**config.mk**
```make
export PLATFORM = sky130hd
export DESIGN_NAME = startup_seq
export DESIGN_NICKNAME = d
export VERILOG_FILES = /design/src/startup_pkg.sv /design/src/cfg_if.sv /design/src/startup_seq.sv /design/src/mod_path.sv
export SDC_FILE = /design/constraint.sdc
export NUM_CORES = 1
export LEC_CHECK = 0
export ABC_AREA = 1
export BUFFER_PORTS_ARGS = -buffer_cell sky130_fd_sc_hd__clkbuf_2
export CAP_MARGIN = 25
export CORE_ASPECT_RATIO = 1.5
export CORE_UTILIZATION = 55
export CTS_CLUSTER_SIZE = 25
export DETAILED_ROUTE_END_ITERATION = 8
export MAX_ROUTING_LAYER = met4
export PLACE_DENSITY = 0.72
export SKIP_LAST_GASP = 1
export SYNTH_ARGS = -nofsm -noshare
export SYNTH_HDL_FRONTEND = slang
export SYNTH_HIERARCHICAL = 1
export SYNTH_SLANG_ARGS = --single-unit
```
**constraint.sdc**
```tcl
create_clock -name clock -period 6.44 [get_ports clock]
set_input_delay 0.966 -clock clock [delete_from_list [all_inputs] [get_ports clock]]
set_output_delay 0.966 -clock clock [all_outputs]
set_load 0.05 [all_outputs]
```
**src/startup_pkg.sv**
```systemverilog
// How it works
// - Device runs from a 4 MHz reference, crystal or external clock input.
// - Config register 0x80 bit 6 set selects the external modulation clock.
// - External modulation is the external modulation clock divided by four.
// - External integration time is period times (0xA2:0xA3 + 1) times 0xA0:0xA1.
// - Register 0x85 has no effect while the external clock is selected.
// - Selected modulation feeds both illumination driver and pixel demodulator.
// - Memory copy runs beside PLL start and completes within 340 us.
// - Copied values replace reset values of configuration registers.
// - After reset, straps are pulled-down inputs for 4 reference periods, then sampled.
// - A strap reads 0 without a pull-up and 1 with one.
// - After sampling, strap pins return to outputs.
// - Address bits A1 and A0 come from line-sync and frame-sync straps.
// - In DC modes the illumination driver stays continuously on.
// - Light-source modulation can be delayed relative to demodulation.
// - Register 0xAE enables the delay line; 0x73 sets delay in steps.
package startup_pkg;

  // ----------------------------------------------------------------------
  // Register map
  // ----------------------------------------------------------------------
  localparam logic [7:0] ADDR_MOD_CFG = 8'h80;
  localparam logic [7:0] ADDR_MOD_FREQ = 8'h85;
  localparam logic [7:0] ADDR_LED_CFG = 8'h90;
  localparam logic [7:0] ADDR_INT_LEN_HI = 8'ha0;
  localparam logic [7:0] ADDR_INT_LEN_LO = 8'ha1;
  localparam logic [7:0] ADDR_INT_MUL_HI = 8'ha2;
  localparam logic [7:0] ADDR_INT_MUL_LO = 8'ha3;
  localparam logic [7:0] ADDR_DELAY_STEPS = 8'h73;
  localparam logic [7:0] ADDR_DELAY_EN = 8'hae;
  localparam logic [7:0] ADDR_DELAY_CAL = 8'he9;
  localparam logic [7:0] ADDR_STATUS = 8'hf0;
  localparam logic [7:0] ADDR_CTRL = 8'hf1;

  localparam int EXT_MOD_SEL_BIT = 6;
  localparam int LED_DC_BIT = 1;
  localparam int DELAY_EN_BIT = 0;
  localparam int CTRL_RUN_BIT = 0;

  // ----------------------------------------------------------------------
  // Reset values
  // ----------------------------------------------------------------------
  localparam logic [7:0] RST_MOD_CFG = 8'h00;
  localparam logic [7:0] RST_MOD_FREQ = 8'h00;
  localparam logic [7:0] RST_LED_CFG = 8'h00;
  localparam logic [7:0] RST_INT_LEN_HI = 8'h00;
  localparam logic [7:0] RST_INT_LEN_LO = 8'h01;
  localparam logic [7:0] RST_INT_MUL_HI = 8'h00;
  localparam logic [7:0] RST_INT_MUL_LO = 8'h00;
  localparam logic [7:0] RST_DELAY_STEPS = 8'h00;
  localparam logic [7:0] RST_DELAY_EN = 8'h00;
  localparam logic [7:0] RST_DELAY_CAL = 8'h00;

  // ----------------------------------------------------------------------
  // Timing
  // ----------------------------------------------------------------------
  localparam int CLOCK_MHZ = 250;
  localparam int REF_MHZ = 4;
  localparam int REF_DIV = CLOCK_MHZ / REF_MHZ;
  localparam int STRAP_REF_PERIODS = 4;
  localparam int MOD_DIVIDE = 4;
  localparam int COPY_TIME_US = 340;
  localparam int COPY_CYCLES = COPY_TIME_US * CLOCK_MHZ;
  localparam int NVM_WORDS = 10;

endpackage

```
**src/cfg_if.sv**
```systemverilog
`timescale 1ns/100ps
interface cfg_if;
  logic [7:0] mod_cfg;
  logic [7:0] mod_freq;
  logic [7:0] led_cfg;
  logic [15:0] int_len;
  logic [15:0] int_mul;
  logic [7:0] delay_steps;
  logic delay_en;
  logic busy;
  logic run;
  modport ctrl (output mod_cfg, mod_freq, led_cfg, int_len, int_mul, delay_steps, delay_en,
                output busy, run);
  modport path (input mod_cfg, mod_freq, led_cfg, int_len, int_mul, delay_steps, delay_en,
                input busy, run);
endinterface

```
**src/startup_seq.sv**
```systemverilog
`timescale 1ns/100ps
module startup_seq
  import startup_pkg::*;
#(
  parameter int COPY_LEN = COPY_CYCLES
)(
  input wire logic clock,
  input wire logic reset,
  input wire logic [7:0] addr,
  input wire logic [7:0] wdata,
  input wire logic wr,
  input wire logic rd,
  output logic [7:0] rdata,
  input wire logic pll_locked,
  input wire logic ext_mod_in,
  input wire logic int_mod,
  input wire logic [7:0] nvm_data,
  output logic [3:0] nvm_addr,
  input wire logic line_sync_addr_hi_strap_in,
  input wire logic frame_sync_addr_lo_strap_in,
  input wire logic line_sync_func,
  input wire logic frame_sync_func,
  output logic line_sync_addr_hi_strap_out,
  output logic line_sync_addr_hi_strap_oe,
  output logic frame_sync_addr_lo_strap_out,
  output logic frame_sync_addr_lo_strap_oe,
  output logic strap_pulldown_en,
  output logic [1:0] i2c_addr_low,
  output logic illum_mod,
  output logic demod_mod,
  output logic integ_done,
  output logic startup_done
);
  import startup_pkg::*;

  // --------------------------------------------------------------------
  // Start-up sequence
  // --------------------------------------------------------------------
  typedef enum logic [1:0] {S_STRAP, S_COPY, S_WAIT_PLL, S_READY} state_t;
  state_t state_r, state_nxt;

  logic [2:0] hi_sync_r, lo_sync_r, mod_sync_r;
  logic [5:0] ref_div_r;
  logic [2:0] ref_cnt_r;
  logic [31:0] copy_cnt_r;
  logic [3:0] word_r;
  logic [1:0] straps_r;
  logic ref_tick;
  logic strap_end;
  logic copy_end;
  logic run_r;
  logic hi_pin_r, lo_pin_r, mod_pin_r;

  cfg_if cfg ();

  assign ref_tick = ref_div_r == 6'(REF_DIV - 1);
  assign strap_end = (state_r == S_STRAP) && ref_tick && (ref_cnt_r == 3'(STRAP_REF_PERIODS - 1));
  assign copy_end = copy_cnt_r == 32'(COPY_LEN - 1);

  always_comb begin
    state_nxt = state_r;
    unique case (state_r)
      S_STRAP: if (strap_end) state_nxt = S_COPY;
      S_COPY: if (copy_end) state_nxt = S_WAIT_PLL;
      S_WAIT_PLL: if (pll_locked) state_nxt = S_READY;
      S_READY: state_nxt = S_READY;
    endcase
  end

  always_ff @(posedge clock) begin
    if (reset) begin
      state_r <= S_STRAP;
      ref_div_r <= 6'h00;
      ref_cnt_r <= 3'h0;
      copy_cnt_r <= 32'h0;
    end else begin
      state_r <= state_nxt;
      ref_div_r <= ref_tick ? 6'h00 : ref_div_r + 6'h01;
      if (ref_tick && state_r == S_STRAP) begin
        ref_cnt_r <= ref_cnt_r + 3'h1;
      end
      if (state_r == S_COPY && !copy_end) begin
        copy_cnt_r <= copy_cnt_r + 32'h1;
      end
    end
  end

  // --------------------------------------------------------------------
  // Pin synchronisers
  // --------------------------------------------------------------------
  // A pin change is taken only once the last two stages agree, so a level that
  // the first stage caught mid-transition never reaches the straps or the divider.
  always_ff @(posedge clock) begin
    if (reset) begin
      hi_sync_r <= 3'h0;
      lo_sync_r <= 3'h0;
      mod_sync_r <= 3'h0;
      hi_pin_r <= 1'b0;
      lo_pin_r <= 1'b0;
      mod_pin_r <= 1'b0;
    end else begin
      hi_sync_r <= {hi_sync_r[1:0], line_sync_addr_hi_strap_in};
      lo_sync_r <= {lo_sync_r[1:0], frame_sync_addr_lo_strap_in};
      mod_sync_r <= {mod_sync_r[1:0], ext_mod_in};
      if (hi_sync_r[2] == hi_sync_r[1]) begin
        hi_pin_r <= hi_sync_r[2];
      end
      if (lo_sync_r[2] == lo_sync_r[1]) begin
        lo_pin_r <= lo_sync_r[2];
      end
      if (mod_sync_r[2] == mod_sync_r[1]) begin
        mod_pin_r <= mod_sync_r[2];
      end
    end
  end

  // Straps are caught once at the end of the window and never again.
  always_ff @(posedge clock) begin
    if (reset) begin
      straps_r <= 2'h0;
    end else if (strap_end) begin
      straps_r <= {hi_pin_r, lo_pin_r};
    end
  end

  // --------------------------------------------------------------------
  // Strap pad control
  // --------------------------------------------------------------------
  always_ff @(posedge clock) begin
    if (reset) begin
      line_sync_addr_hi_strap_oe <= 1'b0;
      frame_sync_addr_lo_strap_oe <= 1'b0;
      strap_pulldown_en <= 1'b1;
      line_sync_addr_hi_strap_out <= 1'b0;
      frame_sync_addr_lo_strap_out <= 1'b0;
      i2c_addr_low <= 2'h0;
      startup_done <= 1'b0;
    end else begin
      line_sync_addr_hi_strap_oe <= state_r != S_STRAP;
      frame_sync_addr_lo_strap_oe <= state_r != S_STRAP;
      // Pull-downs drop in the same cycle as the drivers return, so the pads never float.
      strap_pulldown_en <= state_r == S_STRAP;
      line_sync_addr_hi_strap_out <= line_sync_func;
      frame_sync_addr_lo_strap_out <= frame_sync_func;
      i2c_addr_low <= straps_r;
      startup_done <= state_r == S_READY;
    end
  end

  // --------------------------------------------------------------------
  // Configuration registers, loaded from memory then by software, except 0xE9, which only memory loads
  // --------------------------------------------------------------------
  logic [7:0] regs_r [NVM_WORDS];
  logic [7:0] reg_addr [NVM_WORDS];
  logic copying;
  logic [7:0] rd_mux;

  assign reg_addr[0] = ADDR_MOD_CFG;
  assign reg_addr[1] = ADDR_MOD_FREQ;
  assign reg_addr[2] = ADDR_LED_CFG;
  assign reg_addr[3] = ADDR_INT_LEN_HI;
  assign reg_addr[4] = ADDR_INT_LEN_LO;
  assign reg_addr[5] = ADDR_INT_MUL_HI;
  assign reg_addr[6] = ADDR_INT_MUL_LO;
  assign reg_addr[7] = ADDR_DELAY_STEPS;
  assign reg_addr[8] = ADDR_DELAY_EN;
  assign reg_addr[9] = ADDR_DELAY_CAL;
  assign copying = (state_r == S_COPY) && (word_r < 4'(NVM_WORDS));

  always_ff @(posedge clock) begin
    if (reset) begin
      regs_r[0] <= RST_MOD_CFG;
      regs_r[1] <= RST_MOD_FREQ;
      regs_r[2] <= RST_LED_CFG;
      regs_r[3] <= RST_INT_LEN_HI;
      regs_r[4] <= RST_INT_LEN_LO;
      regs_r[5] <= RST_INT_MUL_HI;
      regs_r[6] <= RST_INT_MUL_LO;
      regs_r[7] <= RST_DELAY_STEPS;
      regs_r[8] <= RST_DELAY_EN;
      regs_r[9] <= RST_DELAY_CAL;
      word_r <= 4'h0;
      run_r <= 1'b0;
    end else begin
      if (copying) begin
        regs_r[word_r] <= nvm_data;
        word_r <= word_r + 4'h1;
      end
      if (wr && !copying) begin
        for (int i = 0; i < NVM_WORDS; i++) begin
          if (addr == reg_addr[i] && addr != ADDR_DELAY_CAL) begin
            regs_r[i] <= wdata;
          end
        end
      end
      if (wr && addr == ADDR_CTRL) begin
        run_r <= wdata[CTRL_RUN_BIT] && (state_r == S_READY);
      end
    end
  end

  always_comb begin
    rd_mux = 8'h00;
    for (int i = 0; i < NVM_WORDS; i++) begin
      if (addr == reg_addr[i]) begin
        rd_mux = regs_r[i];
      end
    end
    if (addr == ADDR_STATUS) begin
      rd_mux = {3'h0, integ_done, pll_locked, straps_r, startup_done};
    end
    if (addr == ADDR_CTRL) begin
      rd_mux = {7'h00, run_r};
    end
  end

  always_ff @(posedge clock) begin
    if (reset) begin
      rdata <= 8'h00;
      nvm_addr <= 4'h0;
    end else begin
      rdata <= rd ? rd_mux : 8'h00;
      nvm_addr <= state_r == S_COPY ? word_r + 4'h1 : 4'h0;
    end
  end

  assign cfg.mod_cfg = regs_r[0];
  assign cfg.mod_freq = regs_r[1];
  assign cfg.led_cfg = regs_r[2];
  assign cfg.int_len = {regs_r[3], regs_r[4]};
  assign cfg.int_mul = {regs_r[5], regs_r[6]};
  assign cfg.delay_steps = regs_r[7];
  assign cfg.delay_en = regs_r[8][DELAY_EN_BIT];
  assign cfg.busy = state_r != S_READY;
  assign cfg.run = run_r;

  mod_path u_mod_path (
    .clock(clock),
    .reset(reset),
    .ext_mod_sync(mod_pin_r),
    .int_mod(int_mod),
    .cfg(cfg),
    .illum_mod(illum_mod),
    .demod_mod(demod_mod),
    .integ_done(integ_done)
  );

  // --------------------------------------------------------------------
  // Checks
  // --------------------------------------------------------------------
  property p_strap_inputs;
    @(posedge clock) disable iff (reset)
    (state_r == S_STRAP) |=> !line_sync_addr_hi_strap_oe && !frame_sync_addr_lo_strap_oe;
  endproperty
  a_strap_inputs: assert property (p_strap_inputs) else $error("Strap driven in window");

  property p_strap_out;
    @(posedge clock) disable iff (reset)
    (state_r == S_COPY) |=> line_sync_addr_hi_strap_oe && frame_sync_addr_lo_strap_oe;
  endproperty
  a_strap_out: assert property (p_strap_out) else $error("Strap not back to output");

  property p_strap_hold;
    @(posedge clock) disable iff (reset)
    (state_r != S_STRAP) |=> $stable(straps_r);
  endproperty
  a_strap_hold: assert property (p_strap_hold) else $error("Strap value changed");

  property p_strap_take;
    @(posedge clock) disable iff (reset)
    strap_end |=> (straps_r == {$past(hi_pin_r), $past(lo_pin_r)});
  endproperty
  a_strap_take: assert property (p_strap_take) else $error("Strap sample wrong");

  property p_addr_map;
    @(posedge clock) disable iff (reset)
    (state_r == S_READY) |=> (i2c_addr_low == $past(straps_r));
  endproperty
  a_addr_map: assert property (p_addr_map) else $error("Address bits wrong");

  property p_done_needs_lock;
    @(posedge clock) disable iff (reset)
    $rose(startup_done) |-> $past(pll_locked, 2);
  endproperty
  a_done_needs_lock: assert property (p_done_needs_lock) else $error("Done before lock");

  property p_copy_bound;
    @(posedge clock) disable iff (reset)
    (state_r == S_COPY) |-> (copy_cnt_r < 32'(COPY_LEN));
  endproperty
  a_copy_bound: assert property (p_copy_bound) else $error("Copy overran");

  property p_nvm_load;
    @(posedge clock) disable iff (reset)
    (copying && word_r == 4'h0) |=> (regs_r[0] == $past(nvm_data));
  endproperty
  a_nvm_load: assert property (p_nvm_load) else $error("Memory copy lost");

  property p_pulldown_window;
    @(posedge clock) disable iff (reset)
    (state_r == S_STRAP) |=> strap_pulldown_en;
  endproperty
  a_pulldown_window: assert property (p_pulldown_window) else $error("Pull-down off");

  property p_copy_words;
    @(posedge clock) disable iff (reset)
    (state_r == S_WAIT_PLL) |-> (word_r == 4'(NVM_WORDS));
  endproperty
  a_copy_words: assert property (p_copy_words) else $error("Words not all copied");

  property p_run_ready;
    @(posedge clock) disable iff (reset)
    run_r |-> (state_r == S_READY);
  endproperty
  a_run_ready: assert property (p_run_ready) else $error("Run before ready");

  property p_busy_dark;
    @(posedge clock) disable iff (reset)
    (state_r != S_READY) |=> (!illum_mod && !demod_mod);
  endproperty
  a_busy_dark: assert property (p_busy_dark) else $error("Modulating while busy");

  property p_pins_func;
    @(posedge clock) disable iff (reset)
    (state_r == S_READY) |=>
      (line_sync_addr_hi_strap_oe && line_sync_addr_hi_strap_out == $past(line_sync_func));
  endproperty
  a_pins_func: assert property (p_pins_func) else $error("Strap pin not output");
endmodule

```
**src/mod_path.sv**
```systemverilog
`timescale 1ns/100ps
module mod_path
  import startup_pkg::*;
(
  input wire logic clock,
  input wire logic reset,
  input wire logic ext_mod_sync,
  input wire logic int_mod,
  cfg_if.path cfg,
  output logic illum_mod,
  output logic demod_mod,
  output logic integ_done
);
  // --------------------------------------------------------------------
  // Modulation source selection
  // --------------------------------------------------------------------
  logic [1:0] div_r;
  logic ext_prev_r;
  logic [254:0] delay_r;
  logic [255:0] taps;
  logic [15:0] per_cnt_r;
  logic [15:0] len_cnt_r;
  logic ext_sel;
  logic ext_rise;
  logic mod_src;
  logic delayed;
  logic tick;

  assign ext_sel = cfg.mod_cfg[EXT_MOD_SEL_BIT];
  assign ext_rise = ext_mod_sync & ~ext_prev_r;
  // Internal source is used alone, so register 0x85 has no effect on either path.
  assign mod_src = ext_sel ? div_r[1] : (int_mod ^ cfg.mod_freq[0] & 1'b0);
  // Tap zero is the source itself, so a step count of n delays by exactly n clocks.
  assign taps = {delay_r, mod_src};
  assign delayed = cfg.delay_en ? taps[cfg.delay_steps] : mod_src;
  assign tick = ext_sel ? ext_rise : 1'b1;

  always_ff @(posedge clock) begin
    if (reset) begin
      div_r <= 2'h0;
      ext_prev_r <= 1'b0;
    end else begin
      ext_prev_r <= ext_mod_sync;
      if (ext_rise) begin
        div_r <= div_r + 2'h1;
      end
    end
  end

  always_ff @(posedge clock) begin
    if (reset) begin
      delay_r <= '0;
    end else begin
      delay_r <= {delay_r[253:0], mod_src};
    end
  end

  // --------------------------------------------------------------------
  // Integration timer: (mul + 1) tick periods (clocks, or external rises when selected), times len
  // --------------------------------------------------------------------
  always_ff @(posedge clock) begin
    if (reset || !cfg.run) begin
      per_cnt_r <= 16'h0000;
      len_cnt_r <= 16'h0000;
      integ_done <= 1'b0;
    end else if (tick && !integ_done) begin
      if (per_cnt_r == cfg.int_mul) begin
        per_cnt_r <= 16'h0000;
        if (len_cnt_r + 16'h0001 >= cfg.int_len) begin
          integ_done <= 1'b1;
        end
        len_cnt_r <= len_cnt_r + 16'h0001;
      end else begin
        per_cnt_r <= per_cnt_r + 16'h0001;
      end
    end
  end

  always_ff @(posedge clock) begin
    if (reset || cfg.busy) begin
      illum_mod <= 1'b0;
      demod_mod <= 1'b0;
    end else begin
      illum_mod <= cfg.led_cfg[LED_DC_BIT] ? 1'b1 : delayed;
      demod_mod <= mod_src;
    end
  end

  property p_dc_on;
    @(posedge clock) disable iff (reset)
    (!cfg.busy && cfg.led_cfg[LED_DC_BIT]) |=> illum_mod;
  endproperty
  a_dc_on: assert property (p_dc_on) else $error("DC mode illumination not on");

  property p_div4;
    @(posedge clock) disable iff (reset)
    (ext_rise && div_r == 2'h3) |=> (div_r == 2'h0);
  endproperty
  a_div4: assert property (p_div4) else $error("Divider does not wrap at four");
endmodule

```
==> out/qor_table.md <==
| Result | Value | Unit |
| --- | --- | --- |
| Run status | completed | - |
| Max rail drop VDD | 0.248 | mV |
| Worst-case clock skew | 0.0135 | ns |
| Antenna cell count | 0 | - |
| Worst Tran Pin Value | 0.977 | ns |
| Vias after detailed routing | 16800 | - |
| Worst hold path type | reg2reg | - |
| Dominant cell type by area after synthesis | sky130_fd_sc_hd__dfxtp_1 | - |
| Syn avg cell area | 7.63 | µm² |
| Depth of the worst register-to-register path | 15 | - |
| Reg-to-reg critical path startpoint | regs_r[7][0] | - |
| Die outline width | 158 | µm |
| CTS Buf Count | 44 | - |
| Launching element type of the critical path | flip-flop | - |
| Number of nets in the final layout | 2712 | - |
| Initial standard-cell utilization of the core | 56.0 | % |
| Sequential cell area | 9890 | µm² |
| Clock tree from TritonCTS | done | - |
| Largest stage delay on the critical path | 0.65 | ns |
| Detailed Route WL | 50000 | µm |
| Mapped Nets | 2701 | - |
| Critical path endpoint category | flip-flop | - |
| Min-Delay Startpoint | hi_sync_r[0] | - |
| Most common cell in the synthesized netlist | sky130_fd_sc_hd__nand2_1 | - |
| Clock tree buffer depth | 3 | - |
| Design Area, Final | 22000 | µm² |
| Critical path fanouts, max | 61 | - |
| Area of the multi-input gates | 7880 | µm² |
| Number of max-slew violations in the final report | 0 | - |
| Slowest CP cell | sky130_fd_sc_hd__buf_4 | - |
| Seq cells post-synth | 454 | - |
| Commonest register cell after synthesis | sky130_fd_sc_hd__dfxtp_1 | - |
| Maximum number of pins on one net before global-route repair | 133 | - |
| Initial antenna violation count | 0 | - |
| End point of the most critical hold path | hi_sync_r[1] | - |
| Number of placed instances, taps included | 3080 | - |
| DRC violations left | 0 | - |
| Total number of yosys warnings | 6 | - |
| Number of top-level pins | 58 | - |
| Routability congestion estimate from global placement | 0.986 | - |
| Share of synthesized area occupied by flip-flops and latches | 49.1 | % |
| Hold Fails Final Rpt | 0 | - |
| Reg-to-Reg End | u_mod_path/illum_mod | - |
| Power per cell area | 263 | nW/µm² |
| Row Count | 85 | - |
| Total overflow reported by the global router | 0 | - |
| Average detailed-routed wire length per instance | 15.8 | µm |
| Vias in the first global route | 16400 | - |
| Number of cells upsized or downsized after cts | 0 | - |
| Post-placement cell area | 20500 | µm² |
| Worst setup slack for register-to-register paths | 3.29 | ns |
| Biggest area contributors in the synthesized netlist | sky130_fd_sc_hd__dfxtp_1, sky130_fd_sc_hd__edfxtp_1, sky130_fd_sc_hd__nand2_1, sky130_fd_sc_hd__inv_1, sky130_fd_sc_hd__nor2_1 | - |
| Post-DP HPWL | 32800 | µm |
| Cell area after technology mapping | 20100 | µm² |
| Post-Layout Cell Count | 3162 | - |
| Root Buffer | sky130_fd_sc_hd__clkbuf_16 | - |
| Worst EP required | 6.93 | ns |
| Shortest clock period the worst path allows after layout | 3.15 | ns |
| Critical Path Most Common Cell | sky130_fd_sc_hd__nand3_1 | - |
| Worst-Skew Late Latency | 0.56 | ns |
| Final sum of negative setup slack | 0 | ns |
| Cell-by-cell listing of the critical path | buf_4, inv_4, buf_4, nand2_1, nand3_1, nand3_1, nand2_1, nand2_1, nand3_1, nand3_1, nand3_1, nand3_1, nand2_1, nand2_1, a21oi_2 | - |
| Leakage power summed over all cells | 0.00853 | µW |
| Highest Clock Rate | 0.318 | GHz |
| Total Routing Usage GR | 28.2 | % |
| Worst slew margin relative to its limit | 34.2 | % |
| Min-Delay Path Depth | 2 | - |
| RSZ-0062 raised after global routing | false | - |
| Number of DRC violations after detailed-routing iteration 0 | 1406 | - |
| Detail-routed via count per cell | 5.31 | - |
| Die Ht | 236 | µm |
| Part of the cycle the worst path needs | 48.9 | % |
| Top cell types by occurrence after synthesis | sky130_fd_sc_hd__nand2_1, sky130_fd_sc_hd__inv_1, sky130_fd_sc_hd__nor2_1 | - |
| Maxcap violations | 0 | - |
| Fraction of registers with async set/reset | 0 | % |
| Number of fillers in the final layout | 3302 | - |
| Setup bufs post-CTS | 0 | - |
| Remaining number of nets flagged by the antenna check after routing | 0 | - |
| Clock-pin slew reported for the worst setup and hold paths after clock tree synthesis | 0.06 | ns |
| # setup viols final | 0 | - |
| Area share of the largest cell type after synthesis | 37.2 | % |
| Gate Count Post-Synth | 2639 | - |
| Detailed-routing iteration count for the pre-antenna-repair pass | 5 | - |
| Signal arrival time at the worst endpoint | 3.64 | ns |
| Share of layout cells above drive strength 1 | 8.23 | % |
| Worst setup startpoint | regs_r[7][0] | - |
| Global-route wire length before repair | 81100 | µm |
| CTS Hold Bufs | 0 | - |
| Placeable core region | 35900 | µm² |
| Synth-to-Final Area Change | 9.17 | % |
| Clock sink count | 454 | - |
| Unique masters post-synth | 51 | - |
| Count of buffers from port buffering | 57 | - |
| Area of the die | 37400 | µm² |
| Setup Crit Path Kind | reg2reg | - |
| EDFF count, synth | 80 | - |
| CTS HTree Levels | 2 | - |
routing by layer:
metal	part of all wire (%)	GRT usage (%)
met1	40	31.9
met2	50	48.3
met3	5.3	3.99
met4	4.6	13.6
met5	0	-
sequential cells by signal (all words and copies together) (netlist names), 4 cells and up:
| name | count |
|---|---|
| u_mod_path/per_cnt_r | 16 |
| ref_div_r | 6 |
| rdata | 8 |
| regs_r | 80 |
| u_mod_path/delay_r | 255 |
| word_r | 4 |
| nvm_addr | 4 |
| copy_cnt_r | 32 |
| u_mod_path/len_cnt_r | 16 |
cell type report:
| class | instances | share of cell area (%) |
|---|---|---|
| Clock inverter | 22 | 1.08 |
| Timing Repair Buffer | 69 | 1.80 |
| Tap cell | 478 | 2.72 |
| Sequential cell | 454 | 45.0 |
| Inverter | 465 | 7.95 |
| Clock buffer | 58 | 5.62 |
| Multi-Input combinational cell | 1616 | 35.8 |
kinds of logic after synthesis:
| family | share of synthesized area [%] |
|---|---|
| simple gates | 27.7 |
| buf+inv | 11.8 |
| flops | 49.1 |
| compound gates | 7.23 |
| xor+xnor | 2.57 |
| fa+ha+maj | 1.68 |
cells in the final DEF (no fill, tap or decap), types with 28 or more instances in the layout:
| cell | netlist | layout |
|---|---|---|
| sky130_fd_sc_hd__a21oi_1 | 78 | 78 |
| sky130_fd_sc_hd__clkbuf_16 | 0 | 45 |
| sky130_fd_sc_hd__clkbuf_2 | 0 | 57 |
| sky130_fd_sc_hd__dfxtp_1 | 374 | 374 |
| sky130_fd_sc_hd__edfxtp_1 | 80 | 80 |
| sky130_fd_sc_hd__inv_1 | 432 | 431 |
| sky130_fd_sc_hd__nand2_1 | 503 | 503 |
| sky130_fd_sc_hd__nand3_1 | 248 | 248 |
| sky130_fd_sc_hd__nand4_1 | 37 | 37 |
| sky130_fd_sc_hd__nor2_1 | 411 | 411 |
| sky130_fd_sc_hd__nor3_1 | 28 | 28 |
| sky130_fd_sc_hd__o21ai_0 | 50 | 50 |
| sky130_fd_sc_hd__o22ai_1 | 79 | 79 |
| sky130_fd_sc_hd__xor2_1 | 45 | 45 |
per-stage QoR:
step / total power [µW] / utilization, % / setup WS, ns / hold slack [ns]
floorplan: 3140 / - / 3.79 / 0.388
global placement: 3210 / 57.0 / 3.26 / 0.404
detailed placement: 3210 / 57.0 / 3.13 / 0.400
CTS: 5820 / 61.1 / 3.36 / 0.410
global route: 5950 / 61.2 / 3.04 / 0.428
finish: 5780 / 61.2 / 3.29 / 0.406
power breakdown:
part	leakage (µW)	switching, µW	internal [µW]
Sequential	0.00384	16.1	2910
Clock	0.000721	1110	1520
Combinational	0.00397	173	53.3
worst max path at each step:
stage,to,slack [ns]
floorplan,regs_r[4][0],3.79
global placement,regs_r[7][3],3.26
detailed placement,regs_r[7][3],3.13
CTS,u_mod_path/illum_mod,3.36
global route,u_mod_path/illum_mod,3.04
finish,u_mod_path/illum_mod,3.29
worst max-delay path, delay by kind of cell (launching register included):
| kind | cells | cell delay [ns] |
|---|---|---|
| compound gates | 1 | 0.12 |
| flops | 1 | 0.36 |
| simple gates | 11 | 1.10 |
| buf+inv | 3 | 1.44 |
No activity file was read; power rests on OpenSTA's default activity.
